### config.mk
export PLATFORM = sky130hd
export DESIGN_NAME = module_reset_distribution
export DESIGN_NICKNAME = d
export VERILOG_FILES = /design/src/logic/module_reset_pkg.sv /design/src/logic/module_reset_distribution.sv /design/src/logic/low_pulse_filter.sv
export VERILOG_INCLUDE_DIRS = /design/src /design/src/logic
export SDC_FILE = /design/constraint.sdc
export NUM_CORES = 1
export LEC_CHECK = 0
export BUFFER_PORTS_ARGS = -buffer_cell sky130_fd_sc_hd__buf_2
export CORE_ASPECT_RATIO = 1.1
export CORE_MARGIN = 10
export CORE_UTILIZATION = 48
export CTS_CLUSTER_SIZE = 24
export DETAILED_ROUTE_END_ITERATION = 10
export GPL_TIMING_DRIVEN = 0
export PLACE_DENSITY = 0.79
export SYNTH_ARGS = -nofsm -noshare
export SYNTH_HDL_FRONTEND = slang
export SYNTH_SLANG_ARGS = --single-unit
### constraint.sdc
create_clock -name i_clk -period 2.8 [get_ports i_clk]
set_clock_uncertainty 0.15 [all_clocks]
set_input_delay 0.28 -clock i_clk [delete_from_list [all_inputs] [get_ports i_clk]]
set_output_delay 0.28 -clock i_clk [all_outputs]
set_load 0.05 [all_outputs]
### src/logic/module_reset_consts.svh
// constants for the module reset and boot-status sequencer
`ifndef MODULE_RESET_CONSTS_SVH
`define MODULE_RESET_CONSTS_SVH

// ==================================================
// clock and timing
`define CLK_FREQ_MHZ 10
`define MIN_PULSE_REF_PERIODS 3
`define MIN_PULSE_NS 90
`define MIN_PULSE_CYCLES_RAW (((`MIN_PULSE_NS * `CLK_FREQ_MHZ) + 999) / 1000)
`define MIN_PULSE_CYCLES ((`MIN_PULSE_CYCLES_RAW < 1) ? 1 : `MIN_PULSE_CYCLES_RAW)
`define FILTER_CNT_W 4

// ==================================================
// expander wiring
`define EXPANDER_W 8
`define EXPANDER_SOFT_RESET_BIT 7

// ==================================================
// apb register map
`define APB_ADDR_W 8
`define ADDR_CTRL 8'h00
`define ADDR_STATUS 8'h04
`define ADDR_IRQ_STATUS 8'h08
`define ADDR_IRQ_MASK 8'h0C

// ==================================================
// field positions
`define CTRL_SW_SYSRST_BIT 0
`define ST_LOCKDOWN_BIT 0
`define ST_RUNNING_BIT 1
`define ST_CFG_DONE_BIT 2
`define ST_CFG_ERROR_BIT 3
`define ST_SYSRST_BIT 4
`define ST_CARRIER_RST_BIT 5
`define ST_CFG_INIT_N_BIT 6
`define ST_PROG_REQ_BIT 7
`define EVT_W 5

// ==================================================
// reset values
`define CTRL_RESET 32'h0000_0000
`define IRQ_MASK_RESET 32'h0000_0000
`define DATA_ZERO 32'h0000_0000

`endif

### src/logic/module_reset_pkg.sv
// types shared by the module reset sequencer
`include "module_reset_consts.svh"

package module_reset_pkg;

	// ==================================================
	// boot sequence states
	typedef enum logic [1:0] {
		BOOT_ROM,
		BOOT_RUN,
		BOOT_LOCKDOWN
	} boot_state_t;

	// ==================================================
	// interrupt events, one sticky bit each
	typedef struct packed {
		logic carrier_reset;
		logic config_error;
		logic config_done;
		logic lockdown;
		logic system_reset;
	} irq_evt_t;

	// ==================================================
	// apb request and response
	typedef struct packed {
		logic psel;
		logic penable;
		logic pwrite;
		logic [`APB_ADDR_W-1:0] paddr;
		logic [31:0] pwdata;
	} apb_req_t;

	typedef struct packed {
		logic [31:0] prdata;
		logic pready;
		logic pslverr;
	} apb_rsp_t;

endpackage : module_reset_pkg

### src/logic/module_reset_distribution.sv
// reset distribution, boot lockdown and configuration status of the processor module
`timescale 1ns/100ps
`default_nettype none
`include "module_reset_consts.svh"
module module_reset_distribution
	import module_reset_pkg::*;
#(
	parameter int unsigned MIN_PULSE_CYCLES = `MIN_PULSE_CYCLES,
	parameter int unsigned FILTER_CNT_W = `FILTER_CNT_W
) (
	// clock and reset
	input wire logic i_clk,
	input wire logic i_rst_n,
	// apb slave
	input wire apb_req_t i_apb,
	output apb_rsp_t o_apb,
	// reset pins
	input wire logic i_master_power_on_reset_n,
	input wire logic i_system_reset_n,
	input wire logic i_module_reset_in_n,
	input wire logic [`EXPANDER_W-1:0] i_expander_port,
	// configuration pins
	input wire logic i_config_program_request_n,
	input wire logic i_config_init_n,
	// processor status, same clock
	input wire logic i_boot_rom_done,
	input wire logic i_config_complete,
	input wire logic i_config_failed,
	// carrier reset, open drain
	output logic o_carrier_reset_out_n,
	output logic o_carrier_reset_out_n_oe,
	// resets to the processor
	output logic o_system_reset_n,
	output logic o_debug_reset_n,
	// boot and configuration status
	output logic o_boot_enable,
	output logic o_lockdown,
	output logic o_config_done,
	output logic o_config_error_status,
	output logic o_config_error_out,
	// interrupt
	output logic o_irq
);

	localparam int unsigned NPIN = 4;
	localparam int unsigned PIN_SYS = 0;
	localparam int unsigned PIN_MOD = 1;
	localparam int unsigned PIN_SOFT = 2;
	localparam int unsigned PIN_PROG = 3;

	// ==================================================
	// power-on reset synchroniser
	logic por_async_n;
	logic por_sync1_reg;
	logic por_rst_n;

	assign por_async_n = i_rst_n & i_master_power_on_reset_n;

	// chip-wide reset
	// asserts at once, releases on the clock
	always_ff @(posedge i_clk or negedge por_async_n) begin
		if (!por_async_n) begin
			por_sync1_reg <= 1'b0;
			por_rst_n <= 1'b0;
		end else begin
			por_sync1_reg <= 1'b1;
			por_rst_n <= por_sync1_reg;
		end
	end

	// ==================================================
	// pin synchronisers and filters
	logic [NPIN-1:0] pin_n;
	logic [NPIN-1:0] pin_active;
	logic init_sync1_reg;
	logic init_sync2_reg;

	assign pin_n[PIN_SYS] = i_system_reset_n;
	assign pin_n[PIN_MOD] = i_module_reset_in_n;
	assign pin_n[PIN_SOFT] = i_expander_port[`EXPANDER_SOFT_RESET_BIT];
	assign pin_n[PIN_PROG] = i_config_program_request_n;

	for (genvar g = 0; g < NPIN; g++) begin : g_pin
		low_pulse_filter #(
			.MIN_CYCLES((g == PIN_SYS || g == PIN_MOD) ? MIN_PULSE_CYCLES : 1),
			.CNT_W(FILTER_CNT_W)
		) u_filter (
			.i_clk(i_clk),
			.i_rst_n(por_rst_n),
			.i_pin_n(pin_n[g]),
			.o_active(pin_active[g])
		);
	end

	// init pin is only reported, it never holds boot
	always_ff @(posedge i_clk or negedge por_rst_n) begin
		if (!por_rst_n) begin
			init_sync1_reg <= 1'b1;
			init_sync2_reg <= 1'b1;
		end else begin
			init_sync1_reg <= i_config_init_n;
			init_sync2_reg <= init_sync1_reg;
		end
	end

	// ==================================================
	// register state
	logic [31:0] ctrl_reg;
	logic [31:0] ctrl_next;
	logic [31:0] mask_reg;
	logic [31:0] mask_next;
	irq_evt_t irq_reg;
	irq_evt_t irq_next;
	irq_evt_t evt;
	logic [31:0] rdata_reg;
	logic [31:0] rdata_next;
	logic [31:0] status_word;
	logic setup_phase;
	logic access_phase;
	logic addr_mapped;

	// ==================================================
	// system reset and carrier reset
	logic sys_active;
	logic sysrst_reg;
	logic sysrst_next;
	logic carrier_oe_reg;
	logic carrier_oe_next;

	assign sys_active = pin_active[PIN_SYS] | pin_active[PIN_MOD] | ctrl_reg[`CTRL_SW_SYSRST_BIT];

	always_comb begin
		sysrst_next = sys_active;
		carrier_oe_next = pin_active[PIN_SOFT];
	end

	always_ff @(posedge i_clk or negedge por_rst_n) begin
		if (!por_rst_n) begin
			sysrst_reg <= 1'b0;
			carrier_oe_reg <= 1'b0;
		end else begin
			sysrst_reg <= sysrst_next;
			carrier_oe_reg <= carrier_oe_next;
		end
	end

	assign o_carrier_reset_out_n = 1'b0;
	assign o_carrier_reset_out_n_oe = ~por_rst_n | carrier_oe_reg;

	assign o_system_reset_n = ~sysrst_reg;
	assign o_debug_reset_n = por_rst_n;

	// ==================================================
	// boot sequence
	boot_state_t state_reg;
	boot_state_t state_next;

	always_comb begin
		state_next = state_reg;
		case (state_reg)
			BOOT_ROM: begin
				if (sys_active) begin
					state_next = BOOT_LOCKDOWN;
				end else if (i_boot_rom_done) begin
					state_next = BOOT_RUN;
				end
			end
			BOOT_RUN: begin
				state_next = BOOT_RUN;
			end
			BOOT_LOCKDOWN: begin
				state_next = BOOT_LOCKDOWN;
			end
			default: begin
				state_next = BOOT_LOCKDOWN;
			end
		endcase
	end

	// a system reset during the boot ROM moves to lockdown, held until power-on reset
	always_ff @(posedge i_clk or negedge por_rst_n) begin
		if (!por_rst_n) begin
			state_reg <= BOOT_ROM;
		end else begin
			state_reg <= state_next;
		end
	end

	assign o_boot_enable = por_rst_n & (state_reg != BOOT_LOCKDOWN);
	assign o_lockdown = (state_reg == BOOT_LOCKDOWN);

	// ==================================================
	// configuration status
	logic done_reg;
	logic done_next;
	logic error_reg;
	logic error_next;

	always_comb begin
		done_next = done_reg;
		error_next = error_reg;
		if (pin_active[PIN_PROG]) begin
			done_next = 1'b0;
			error_next = 1'b0;
		end else if (i_config_failed) begin
			error_next = 1'b1;
			done_next = 1'b0;
		end else if (i_config_complete && !error_reg) begin
			done_next = 1'b1;
		end
	end

	always_ff @(posedge i_clk or negedge por_rst_n) begin
		if (!por_rst_n) begin
			done_reg <= 1'b0;
			error_reg <= 1'b0;
		end else begin
			done_reg <= done_next;
			error_reg <= error_next;
		end
	end

	assign o_config_done = done_reg;
	assign o_config_error_status = error_reg;
	assign o_config_error_out = error_reg;

	// ==================================================
	// interrupt events
	always_comb begin
		evt.system_reset = sysrst_next & ~sysrst_reg;
		evt.lockdown = (state_next == BOOT_LOCKDOWN) && (state_reg != BOOT_LOCKDOWN);
		evt.config_done = done_next & ~done_reg;
		evt.config_error = error_next & ~error_reg;
		evt.carrier_reset = carrier_oe_next & ~carrier_oe_reg;
	end

	// ==================================================
	// apb slave
	assign setup_phase = i_apb.psel & ~i_apb.penable;
	assign access_phase = i_apb.psel & i_apb.penable;
	assign addr_mapped = (i_apb.paddr == `ADDR_CTRL) || (i_apb.paddr == `ADDR_STATUS) ||
		(i_apb.paddr == `ADDR_IRQ_STATUS) || (i_apb.paddr == `ADDR_IRQ_MASK);

	always_comb begin
		status_word = `DATA_ZERO;
		status_word[`ST_LOCKDOWN_BIT] = o_lockdown;
		status_word[`ST_RUNNING_BIT] = (state_reg == BOOT_RUN);
		status_word[`ST_CFG_DONE_BIT] = done_reg;
		status_word[`ST_CFG_ERROR_BIT] = error_reg;
		status_word[`ST_SYSRST_BIT] = sysrst_reg;
		status_word[`ST_CARRIER_RST_BIT] = carrier_oe_reg;
		status_word[`ST_CFG_INIT_N_BIT] = init_sync2_reg;
		status_word[`ST_PROG_REQ_BIT] = pin_active[PIN_PROG];
	end

	always_comb begin
		ctrl_next = ctrl_reg;
		mask_next = mask_reg;
		rdata_next = rdata_reg;
		irq_next = irq_reg;
		// read data is captured in the setup cycle
		if (setup_phase) begin
			case (i_apb.paddr)
				`ADDR_CTRL: rdata_next = ctrl_reg;
				`ADDR_STATUS: rdata_next = status_word;
				`ADDR_IRQ_STATUS: rdata_next = {{(32-`EVT_W){1'b0}}, irq_reg};
				`ADDR_IRQ_MASK: rdata_next = mask_reg;
				default: rdata_next = `DATA_ZERO;
			endcase
		end
		if (access_phase && i_apb.pwrite) begin
			case (i_apb.paddr)
				`ADDR_CTRL: ctrl_next = {31'h0000_0000, i_apb.pwdata[`CTRL_SW_SYSRST_BIT]};
				`ADDR_IRQ_MASK: mask_next = {{(32-`EVT_W){1'b0}}, i_apb.pwdata[`EVT_W-1:0]};
				default: begin
				end
			endcase
		end
		// read clears only what was reported, a new event wins
		if (access_phase && !i_apb.pwrite && (i_apb.paddr == `ADDR_IRQ_STATUS)) begin
			irq_next = irq_reg & ~irq_evt_t'(rdata_reg[`EVT_W-1:0]);
		end
		irq_next = irq_next | evt;
	end

	always_ff @(posedge i_clk or negedge por_rst_n) begin
		if (!por_rst_n) begin
			ctrl_reg <= `CTRL_RESET;
			mask_reg <= `IRQ_MASK_RESET;
			rdata_reg <= `DATA_ZERO;
			irq_reg <= '0;
		end else begin
			ctrl_reg <= ctrl_next;
			mask_reg <= mask_next;
			rdata_reg <= rdata_next;
			irq_reg <= irq_next;
		end
	end

	always_comb begin
		o_apb.prdata = rdata_reg;
		o_apb.pready = 1'b1;
		o_apb.pslverr = access_phase & ~addr_mapped;
	end

	assign o_irq = |(irq_reg & mask_reg[`EVT_W-1:0]);

endmodule : module_reset_distribution

`default_nettype wire

### src/logic/low_pulse_filter.sv
// two-flop synchroniser with a minimum-width filter for an active-low pin
`timescale 1ns/100ps
`default_nettype none

module low_pulse_filter #(
	parameter int unsigned MIN_CYCLES = 1,
	parameter int unsigned CNT_W = 4
) (
	// clock and reset
	input wire logic i_clk,
	input wire logic i_rst_n,
	// pin
	input wire logic i_pin_n,
	// filtered level, high while the pin is accepted as low
	output logic o_active
);

	logic sync1_reg;
	logic sync2_reg;
	logic [CNT_W-1:0] cnt_reg;
	logic [CNT_W-1:0] cnt_next;
	logic active_reg;
	logic active_next;

	// ==================================================
	// synchroniser, idle high
	always_ff @(posedge i_clk or negedge i_rst_n) begin
		if (!i_rst_n) begin
			sync1_reg <= 1'b1;
			sync2_reg <= 1'b1;
		end else begin
			sync1_reg <= i_pin_n;
			sync2_reg <= sync1_reg;
		end
	end

	// ==================================================
	// width counter
	always_comb begin
		cnt_next = cnt_reg;
		active_next = active_reg;
		if (sync2_reg) begin
			cnt_next = '0;
			active_next = 1'b0;
		end else if (cnt_reg < CNT_W'(MIN_CYCLES)) begin
			cnt_next = cnt_reg + CNT_W'(1);
			if ((cnt_reg + CNT_W'(1)) >= CNT_W'(MIN_CYCLES)) begin
				active_next = 1'b1;
			end
		end
	end

	always_ff @(posedge i_clk or negedge i_rst_n) begin
		if (!i_rst_n) begin
			cnt_reg <= '0;
			active_reg <= 1'b0;
		end else begin
			cnt_reg <= cnt_next;
			active_reg <= active_next;
		end
	end

	assign o_active = active_reg;

endmodule : low_pulse_filter

`default_nettype wire

==> results of run 1 <==
[cell type report]
class / count / share of cell area, %
clock inverter: 4 / 0.608
tap: 75 / 2.85
timing repair buffer: 51 / 8.97
clock buffer: 12 / 4.10
inverter: 17 / 1.94
sequential: 57 / 43.7
buffer: 31 / 6.77
multi-input combinational: 158 / 31.0
[kinds of logic after synthesis]
| family | Yosys count |
|---|---|
| DFF | 57 |
| muxes | 15 |
| other | 2 |
| and+or+nand+nor | 73 |
| xor gates and xnor gates | 4 |
| adders and majority gates | 12 |
| buffers and inverters | 48 |
| AOI/OAI and AO/OA | 27 |
[cells in the final DEF, fill, tap and decap left out, types with 6 or more instances in the layout]
cell	count
dlygate4sd3_1	8
dfrtp_1	46
buf_4	28
o21ai_0	7
nand4_1	6
clkbuf_8	9
dfstp_2	10
ha_1	12
buf_2	44
nor2_1	30
nand2_1	12
conb_1	27
inv_1	17
mux2_2	10
[worst paths after layout]
check                                             start                           end  slack, ns
setup reg to reg           g_pin[0].u_filter.cnt_reg[0]  g_pin[0].u_filter.cnt_reg[1]       1.13
hold / removal                                 i_apb[1]                   mask_reg[1]       0.03
setup / recovery                        o_debug_reset_n                 o_boot_enable       0.38
min in group asynchronous                       i_rst_n                 por_sync1_reg       0.21
max in group asynchronous               o_debug_reset_n    g_pin[2].u_filter.o_active       1.38
hold reg to reg             g_pin[0].u_filter.sync1_reg   g_pin[0].u_filter.sync2_reg       0.21
[routing by layer]
| layer | global-route usage, % | share of wire (%) | vias to the layer above |
|---|---|---|---|
| li1 | - | - | 918 |
| met1 | 15.2 | 42 | 896 |
| met2 | 20.8 | 48 | 65 |
| met3 | 5.36 | 8.1 | 11 |
| met4 | 7.84 | 2.6 | 0 |
| met5 | 0 | 0 | - |
[critical path, cell delays in order (launching register included)]
cell     delay (ns)
dfrtp_2        1.17
nor2b_1        0.21
buf_2          0.27
[power groups by stage]
| stage | logic (mW) | clock network [mW] | registers (mW) |
|---|---|---|---|
| 6_report | 0.672 | 0.623 | 1.04 |
| 3_3_place_gp | 0.636 | 0 | 1.05 |
| 4_1_cts | 0.680 | 0.637 | 1.05 |
| 3_5_place_dp | 0.669 | 0 | 1.06 |
| 2_1_floorplan | 0.520 | 0 | 1.06 |
| 5_1_grt | 0.763 | 0.684 | 1.06 |
[timing repair]
item                                    4_1_cts  5_1_grt
endpoints found under the setup margin        0        0
buffers inserted                              0        0
resized for setup                             0        0
endpoints found under the hold margin         8        0
hold buffers                                  8        0
==> results.toml, run 1 <==
[routing]
dr.pass1.iters = 4
ant_nets = 0
drt_iter0_markers = 137
totalWireLength_mm = 5.64
viasPerCell = 4.67
drc = 0
vias = 1890
wire_per_inst_um = 13.9

[layout]
finalInstanceArea_um2 = 3290
multi_input_area_um2 = 1020
fin_nets = 398
largest_register_ffs = 16
nFillCells = 466
drive_above_1_share_pct = 33.3
area_growth_pct = 24.1
num_antenna_cells = 0
stdcell_count = 405
final_util_pct = 61.4
seq_area_um2 = 1440

[power_and_ir_drop]
cell_internal_pwr_mw = 1.51
clkPwrFrac_pct = 26.6
power_per_cell_area_nw_per_um2 = 711
p_total_mw = 2.34
comb_power_share_pct = 28.7
pwr-share-seq_pct = 44.7
p_leak_nw = 1.68
swShare_pct = 35.3
ir_worst_vdd_mv = 0.390
switching_power_mw = 0.826

[yosys]
netlist_area_um2 = 2650
yosys.area_share.adder_pct = 5.66
synthMuxAreaShare_pct = 6.13
synth.area.top_cells = "dfrtp_1 (44%), dfstp_2 (9.9%), buf_4 (7.9%), ha_1 (5.7%), mux2_2 (4.2%)"
yosys_register_bits = 57
synth_top_area_share_pct = 44.3
synth_ff_type = "dfrtp_1"
synthArstFlopShare_pct = 100
synth_edf_count = 0
synth_common_cells = "dfrtp_1 (47), nor2_1 (30), buf_4 (28)"
synth-xor-area-share_pct = 1.32
synth_top_area_cell = "dfrtp_1"
syn_inst = 238
ys.warnings.count = 0
synth_most_common_cell = "dfrtp_1"
avgSynthCellArea_um2 = 11.1
synthDistinctLibCells = 37
yosysSeqAreaShare_pct = 54.2
synth_top_family_by_area = "simple AND/OR/NAND/NOR gates"
synth-compound-area-share_pct = 7.08
synthSimpleGateAreaFrac_pct = 14.5

[min_path]
hold_path_depth = 2
hold_class = "in -> reg"

[global_routing]
grt_pass1_vias = 2013
overflow = 0
antenna_found_initial = 0
grt_usage_pct = 13.3
grt_pass1_wl_mm = 9.60
grt_max_degree = 59

[sta]
worstMarginPinSlew_ns = 1.21
fmaxAchievable_mhz = 413
rsz0062_at_grt = "no"
slew_violations = 0
worst_slack_ns = 0.376
fin_crit_ns = 2.42
hold_slack_ns = 0.0298
tns_ns = 0
setup_violations = 0
hold_viol_final = 0
min_period_over_period_pct = 86.6
maxSlewHeadroom_pct = 19.3

[clocking]
cts_buffers = 9
clockRootBuffer = "clkbuf_8"
worstSkewPairLatency_ns = 0.33
htreeDepth = 3
clock_path_buffers = 2
cts.sinks = 57
clk_pin_slew_ns = 0.06
cts_tree = "done"

[worst_setup_path]
crit_fanout = 58
cp.arrival_ns = 1.99
worst_ep_required_time_ns = 2.37
start_kind = "register"
path_class = "reg -> out"
end_kind = "output port"
r2r_cells = 5

[floorplanning]
coreArea_um2 = 5360
io_pins = 105
die_width_um = 90.9
die_h_um = 98.0
initial_core_util_pct = 49.5
dieArea_um2 = 8900
rows = 28

[placed_design]
placedCellCount = 381
gp_congestion = 0.794
dp_hpwl_mm = 4.26
portBuffers = 43
dpl_cell_area_um2 = 3060
pre_cts_ws_ns = 0.654

[job]
drv_cap = 0

[status]
status = "finished clean"
Power figures use the tool's default switching activity.
==> inputs of run 2 (changes only) <==
- CORE_UTILIZATION: 48 -> 32
- PLACE_DENSITY: 0.79 -> not set
- SYNTH_HIERARCHICAL: not set -> 1
==> results.toml, run 2 <==
[status]
status = "finished clean"

[yosys]
synth_ff_type = "dfrtp_1"
synth_edf_count = 0
synth_common_cells = "dfrtp_1 (47), buf_4 (27), inv_1 (17)"
yosysSeqAreaShare_pct = 51.3
netlist_area_um2 = 2800
synthArstFlopShare_pct = 100
synth_top_area_cell = "dfrtp_1"
avgSynthCellArea_um2 = 11.6
yosys_register_bits = 57
synth_top_area_share_pct = 41.9
synthDistinctLibCells = 41
syn_inst = 242
synth.area.top_cells = "dfrtp_1 (42%), dfstp_2 (9.4%), buf_4 (7.2%), ha_1 (5.4%), mux2_2 (4.0%)"
synth_most_common_cell = "dfrtp_1"
ys.warnings.count = 6

[power_and_ir_drop]
clkPwrFrac_pct = 29.1
switching_power_mw = 0.829
power_per_cell_area_nw_per_um2 = 711
ir_worst_vdd_mv = 0.305
pwr-share-seq_pct = 41.7
swShare_pct = 33.1
cell_internal_pwr_mw = 1.68
comb_power_share_pct = 29.2
p_leak_nw = 1.74
p_total_mw = 2.50

[worst_setup_path]
reg2reg_setup_slack_ns = 1.26
cp-startpoint = "o_debug_reset_n"
cp-endpoint = "o_boot_enable"
start_kind = "register"
path_class = "reg -> out"
r2r_cells = 4
r2r_start = "g_pin[1].u_filter/cnt_reg[0]"
cp.arrival_ns = 1.73
worst_ep_required_time_ns = 2.37
end_kind = "output port"
worstReg2RegEnd = "g_pin[1].u_filter/cnt_reg[0]"
crit_fanout = 58

[layout]
layout.cells.most_common = "dfrtp_1"
finalInstanceArea_um2 = 3520
largest_register_ffs = 16
area_growth_pct = 25.7
fin_nets = 402
num_antenna_cells = 0
stdcell_count = 445
drive_above_1_share_pct = 36.8
layout_common_cells = "dfrtp_1 (46), buf_2 (44), buf_4 (27), conb_1 (27), inv_1 (17)"

[job]
drv_cap = 0

[sta]
rsz0062_at_grt = "no"
fin_crit_ns = 2.16
min_period_over_period_pct = 77.1
hold_viol_final = 0
worst_slack_ns = 0.640
setup_violations = 0
fmaxAchievable_mhz = 463
maxSlewHeadroom_pct = 51.2
tns_ns = 0
slew_violations = 0
worstMarginPinSlew_ns = 0.732

[routing]
vias = 1878
ant_nets = 0
dr.pass1.iters = 4
viasPerCell = 4.22
wire_per_inst_um = 12.8
drt_iter0_markers = 54
totalWireLength_mm = 5.70
drc = 0

[global_routing]
grt_usage_pct = 8.74
overflow = 0
antenna_found_initial = 0
grt_pass1_wl_mm = 9.11
grt_max_degree = 59
grt_pass1_vias = 1890

[floorplanning]
dieArea_um2 = 12900
die_h_um = 118
initial_core_util_pct = 33.2
coreArea_um2 = 8450
die_width_um = 109
io_pins = 105
rows = 35

[clocking]
clock_path_buffers = 2
postCtsResizedCells = 0
cts_buffers = 9
cts_tree = "done"
worstSkewPairLatency_ns = 0.33
cts.sinks = 57
clockRootBuffer = "clkbuf_8"
postCtsSetupBuffers = 0
htreeDepth = 3
clk_pin_slew_ns = 0.07

[placed_design]
pre_cts_ws_ns = 0.629
placedCellCount = 421
dpl_cell_area_um2 = 3250
gp_congestion = 0.738
dp_hpwl_mm = 4.23
portBuffers = 43

[min_path]
hold_class = "in -> reg"
hp-start = "i_apb[4]"
run 2: kinds of logic after synthesis:
| group | Yosys count | synth area share [%] |
|---|---|---|
| other | 2 | 0.268 |
| muxes | 18 | 7.59 |
| AOI/OAI and AO/OA | 32 | 8.30 |
| adders and majority gates | 12 | 5.35 |
| buffers and inverters | 48 | 10.1 |
| and+or+nand+nor | 73 | 17.1 |
| DFF | 57 | 51.3 |
run 2: repair_timing:
action	4_1_cts	5_1_grt
endpoints found under the setup margin	0	0
hold buffers	8	0
hold endpoints to repair	8	0
run 2: worst min path at each step:
stage                     cells after the start             to  slack (ns)
after global placement                        2  por_sync1_reg        0.02
after CTS                                     2    mask_reg[2]        0.02
after floorplan                               1  por_sync1_reg       -0.06
final                                         2    mask_reg[4]        0.03
after global routing                          2    mask_reg[4]        0.01
after detailed placement                      2  por_sync1_reg        0.02
run 2: area by class of cell:
cell class,count,area (um2)
Fill cell,831,4930
Inverter,17,63.8
Tap cell,111,139
Clock buffer,10,128
Buffer,31,219
Sequential cell,57,1440
Multi-Input combinational cell,162,1180
Timing Repair Buffer,51,295
Clock inverter,6,60.1
run 2: per-stage QoR:
step           hold slack [ns]  utilization (%)
2_1_floorplan          -0.0638                -
3_3_place_gp            0.0187             38.5
3_5_place_dp            0.0236             38.5
4_1_cts                 0.0172             41.7
5_1_grt                 0.0128             41.7
6_report                0.0286             41.7
run 2: power by group through the flow:
stage               combinational (mW)  sequential [mW]  clock [mW]
global route                     0.803             1.06       0.798
finish                           0.731             1.04       0.729
floorplan                        0.584             1.06           0
detailed placement               0.727             1.06           0
CTS                              0.739             1.05       0.756
global placement                 0.712             1.06           0
run 2: worst max-delay path, stage by stage (launching register included):
cell and delay (ns):
dfrtp_4 0.88, nor2b_1 0.20, buf_2 0.27
run 2: routing by layer:
layer	GRT usage, %	up-vias	routed length (um)
li1	-	944	-
met1	10.4	864	2490
met2	13.2	62	2500
met5	0	-	0
met3	4.08	8	633
met4	3.66	0	74
==> inputs of run 3 (changes only) <==
- clock period: 2.8 -> 2 ns (I/O delays scaled with it)
==> results.toml, run 3 (synthesis results as in run 2) <==
[status]
status = "finished clean"

[power_and_ir_drop]
cell_internal_pwr_mw = 2.31
p_leak_nw = 1.77
power_per_cell_area_nw_per_um2 = 954
p_total_mw = 3.44
switching_power_mw = 1.13
ir_worst_vdd_mv = 0.461
comb_power_share_pct = 30.6
swShare_pct = 32.8
clkPwrFrac_pct = 27.0
pwr-share-seq_pct = 42.3

[floorplanning]
initial_core_util_pct = 33.2
io_pins = 105
dieArea_um2 = 12900
die_width_um = 109
rows = 35
coreArea_um2 = 8450
die_h_um = 118

[global_routing]
antenna_found_initial = 0
grt_pass1_vias = 2007
grt_max_degree = 31
overflow = 0
grt_pass1_wl_mm = 9.76
grt_usage_pct = 9.48

[clocking]
clockRootBuffer = "clkbuf_8"
cts_buffers = 9
cts.sinks = 57
worstSkewPairLatency_ns = 0.33
clock_path_buffers = 2
clk_pin_slew_ns = 0.06
htreeDepth = 3
cts_tree = "done"

[layout]
fin_nets = 410
layout_common_cells = "dfrtp_1 (46), buf_2 (44), buf_4 (27), conb_1 (27), inv_1 (17)"
num_antenna_cells = 0
layout.cells.most_common = "dfrtp_1"
area_growth_pct = 28.5
finalInstanceArea_um2 = 3600
largest_register_ffs = 16
nFillCells = 810
drive_above_1_share_pct = 36.0
final_util_pct = 42.6

[sta]
slew_violations = 0
tns_ns = 0
maxSlewHeadroom_pct = 58.6
min_period_over_period_pct = 92.6
worstMarginPinSlew_ns = 0.617
fin_crit_ns = 1.85
hold_viol_final = 0
setup_violations = 0
fmaxAchievable_mhz = 540
rsz0062_at_grt = "no"

[placed_design]
portBuffers = 43
dpl_cell_area_um2 = 3260
gp_congestion = 0.796
dp_hpwl_mm = 4.35

[routing]
totalWireLength_mm = 5.85
drt_iter0_markers = 45
ant_nets = 0
vias = 1917
drc = 0
dr.pass1.iters = 4
wire_per_inst_um = 12.9
viasPerCell = 4.23

[min_path]
hold_class = "in -> reg"
hold_path_depth = 4
holdPathEnd = "rdata_reg[7]"
hp-start = "i_apb[41]"

[worst_setup_path]
cp.arrival_ns = 1.50
r2r_cells = 4
start_kind = "register"
end_kind = "output port"
path_class = "reg -> out"
reg2reg_setup_slack_ns = 0.46
worst_ep_required_time_ns = 1.65
worstReg2RegEnd = "g_pin[3].u_filter/cnt_reg[0]"
crit_fanout = 30
r2r_start = "g_pin[3].u_filter/cnt_reg[0]"

[job]
drv_cap = 0
## run 3: cell count changes in the layout (fill, tap and decap cells not counted), sizes merged
cell / change
clkbuf: +4
clkinv: -2
clkinvlp: -1
bufinv: -1
dlygate4sd3: +7
buf: +1
## run 3: power groups by stage
stage,Clock (mW),Combinational (mW),Sequential (mW)
after detailed placement,0,1.03,1.49
final,0.930,1.05,1.45
after global placement,0,0.997,1.48
after floorplan,0,0.817,1.49
after global routing,1.04,1.16,1.49
after CTS,0.980,1.07,1.46
## run 3: worst max-delay path by stage
stage	endpoint	cells past startpoint	from
floorplan	o_boot_enable	1	o_debug_reset_n
global placement	o_boot_enable	2	o_debug_reset_n
detailed placement	o_boot_enable	2	o_debug_reset_n
CTS	o_boot_enable	2	o_debug_reset_n
global route	o_boot_enable	2	o_debug_reset_n
finish	o_boot_enable	2	o_debug_reset_n
## run 3: cell type report
| class | count | area (um2) | share of cell area (%) |
|---|---|---|---|
| Tap cell | 111 | 139 | 3.85 |
| Clock inverter | 2 | 12.5 | 0.347 |
| Clock buffer | 14 | 163 | 4.51 |
| Buffer | 31 | 219 | 6.08 |
| Multi-Input combinational cell | 162 | 1180 | 32.7 |
| Timing Repair Buffer | 59 | 385 | 10.7 |
| Inverter | 17 | 63.8 | 1.77 |
| Sequential cell | 57 | 1440 | 40.0 |
## run 3: what timing repair did
item	4_1_cts	5_1_grt
hold endpoints to repair	18	0
hold buffers	15	0
resized for setup	0	0
buffers inserted	1	0
setup endpoints to repair	3	0
## run 3: worst max-delay path: stages, from the launching register on
cell and delay [ns]:
dfrtp_4 0.69, nor2b_2 0.21, buf_2 0.26
## run 3: metal layers
| metal | track usage [%] | vias up | share of wire [%] |
|---|---|---|---|
| li1 | - | 963 | - |
| met1 | 10.6 | 887 | 41 |
| met2 | 15.2 | 60 | 48 |
| met3 | 4.73 | 7 | 10 |
| met4 | 3.26 | 0 | 1.2 |
| met5 | 0 | - | 0 |
## run 3: stage by stage
step	std cells	setup WS, ns	hold WS, ns
6_report	453	0.147	0.0458
5_1_grt	453	0.00288	0.0731
4_1_cts	453	0.0826	0.0312
3_5_place_dp	421	0.179	-0.0590
3_3_place_gp	421	0.191	-0.0602
2_1_floorplan	267	0.177	-0.144
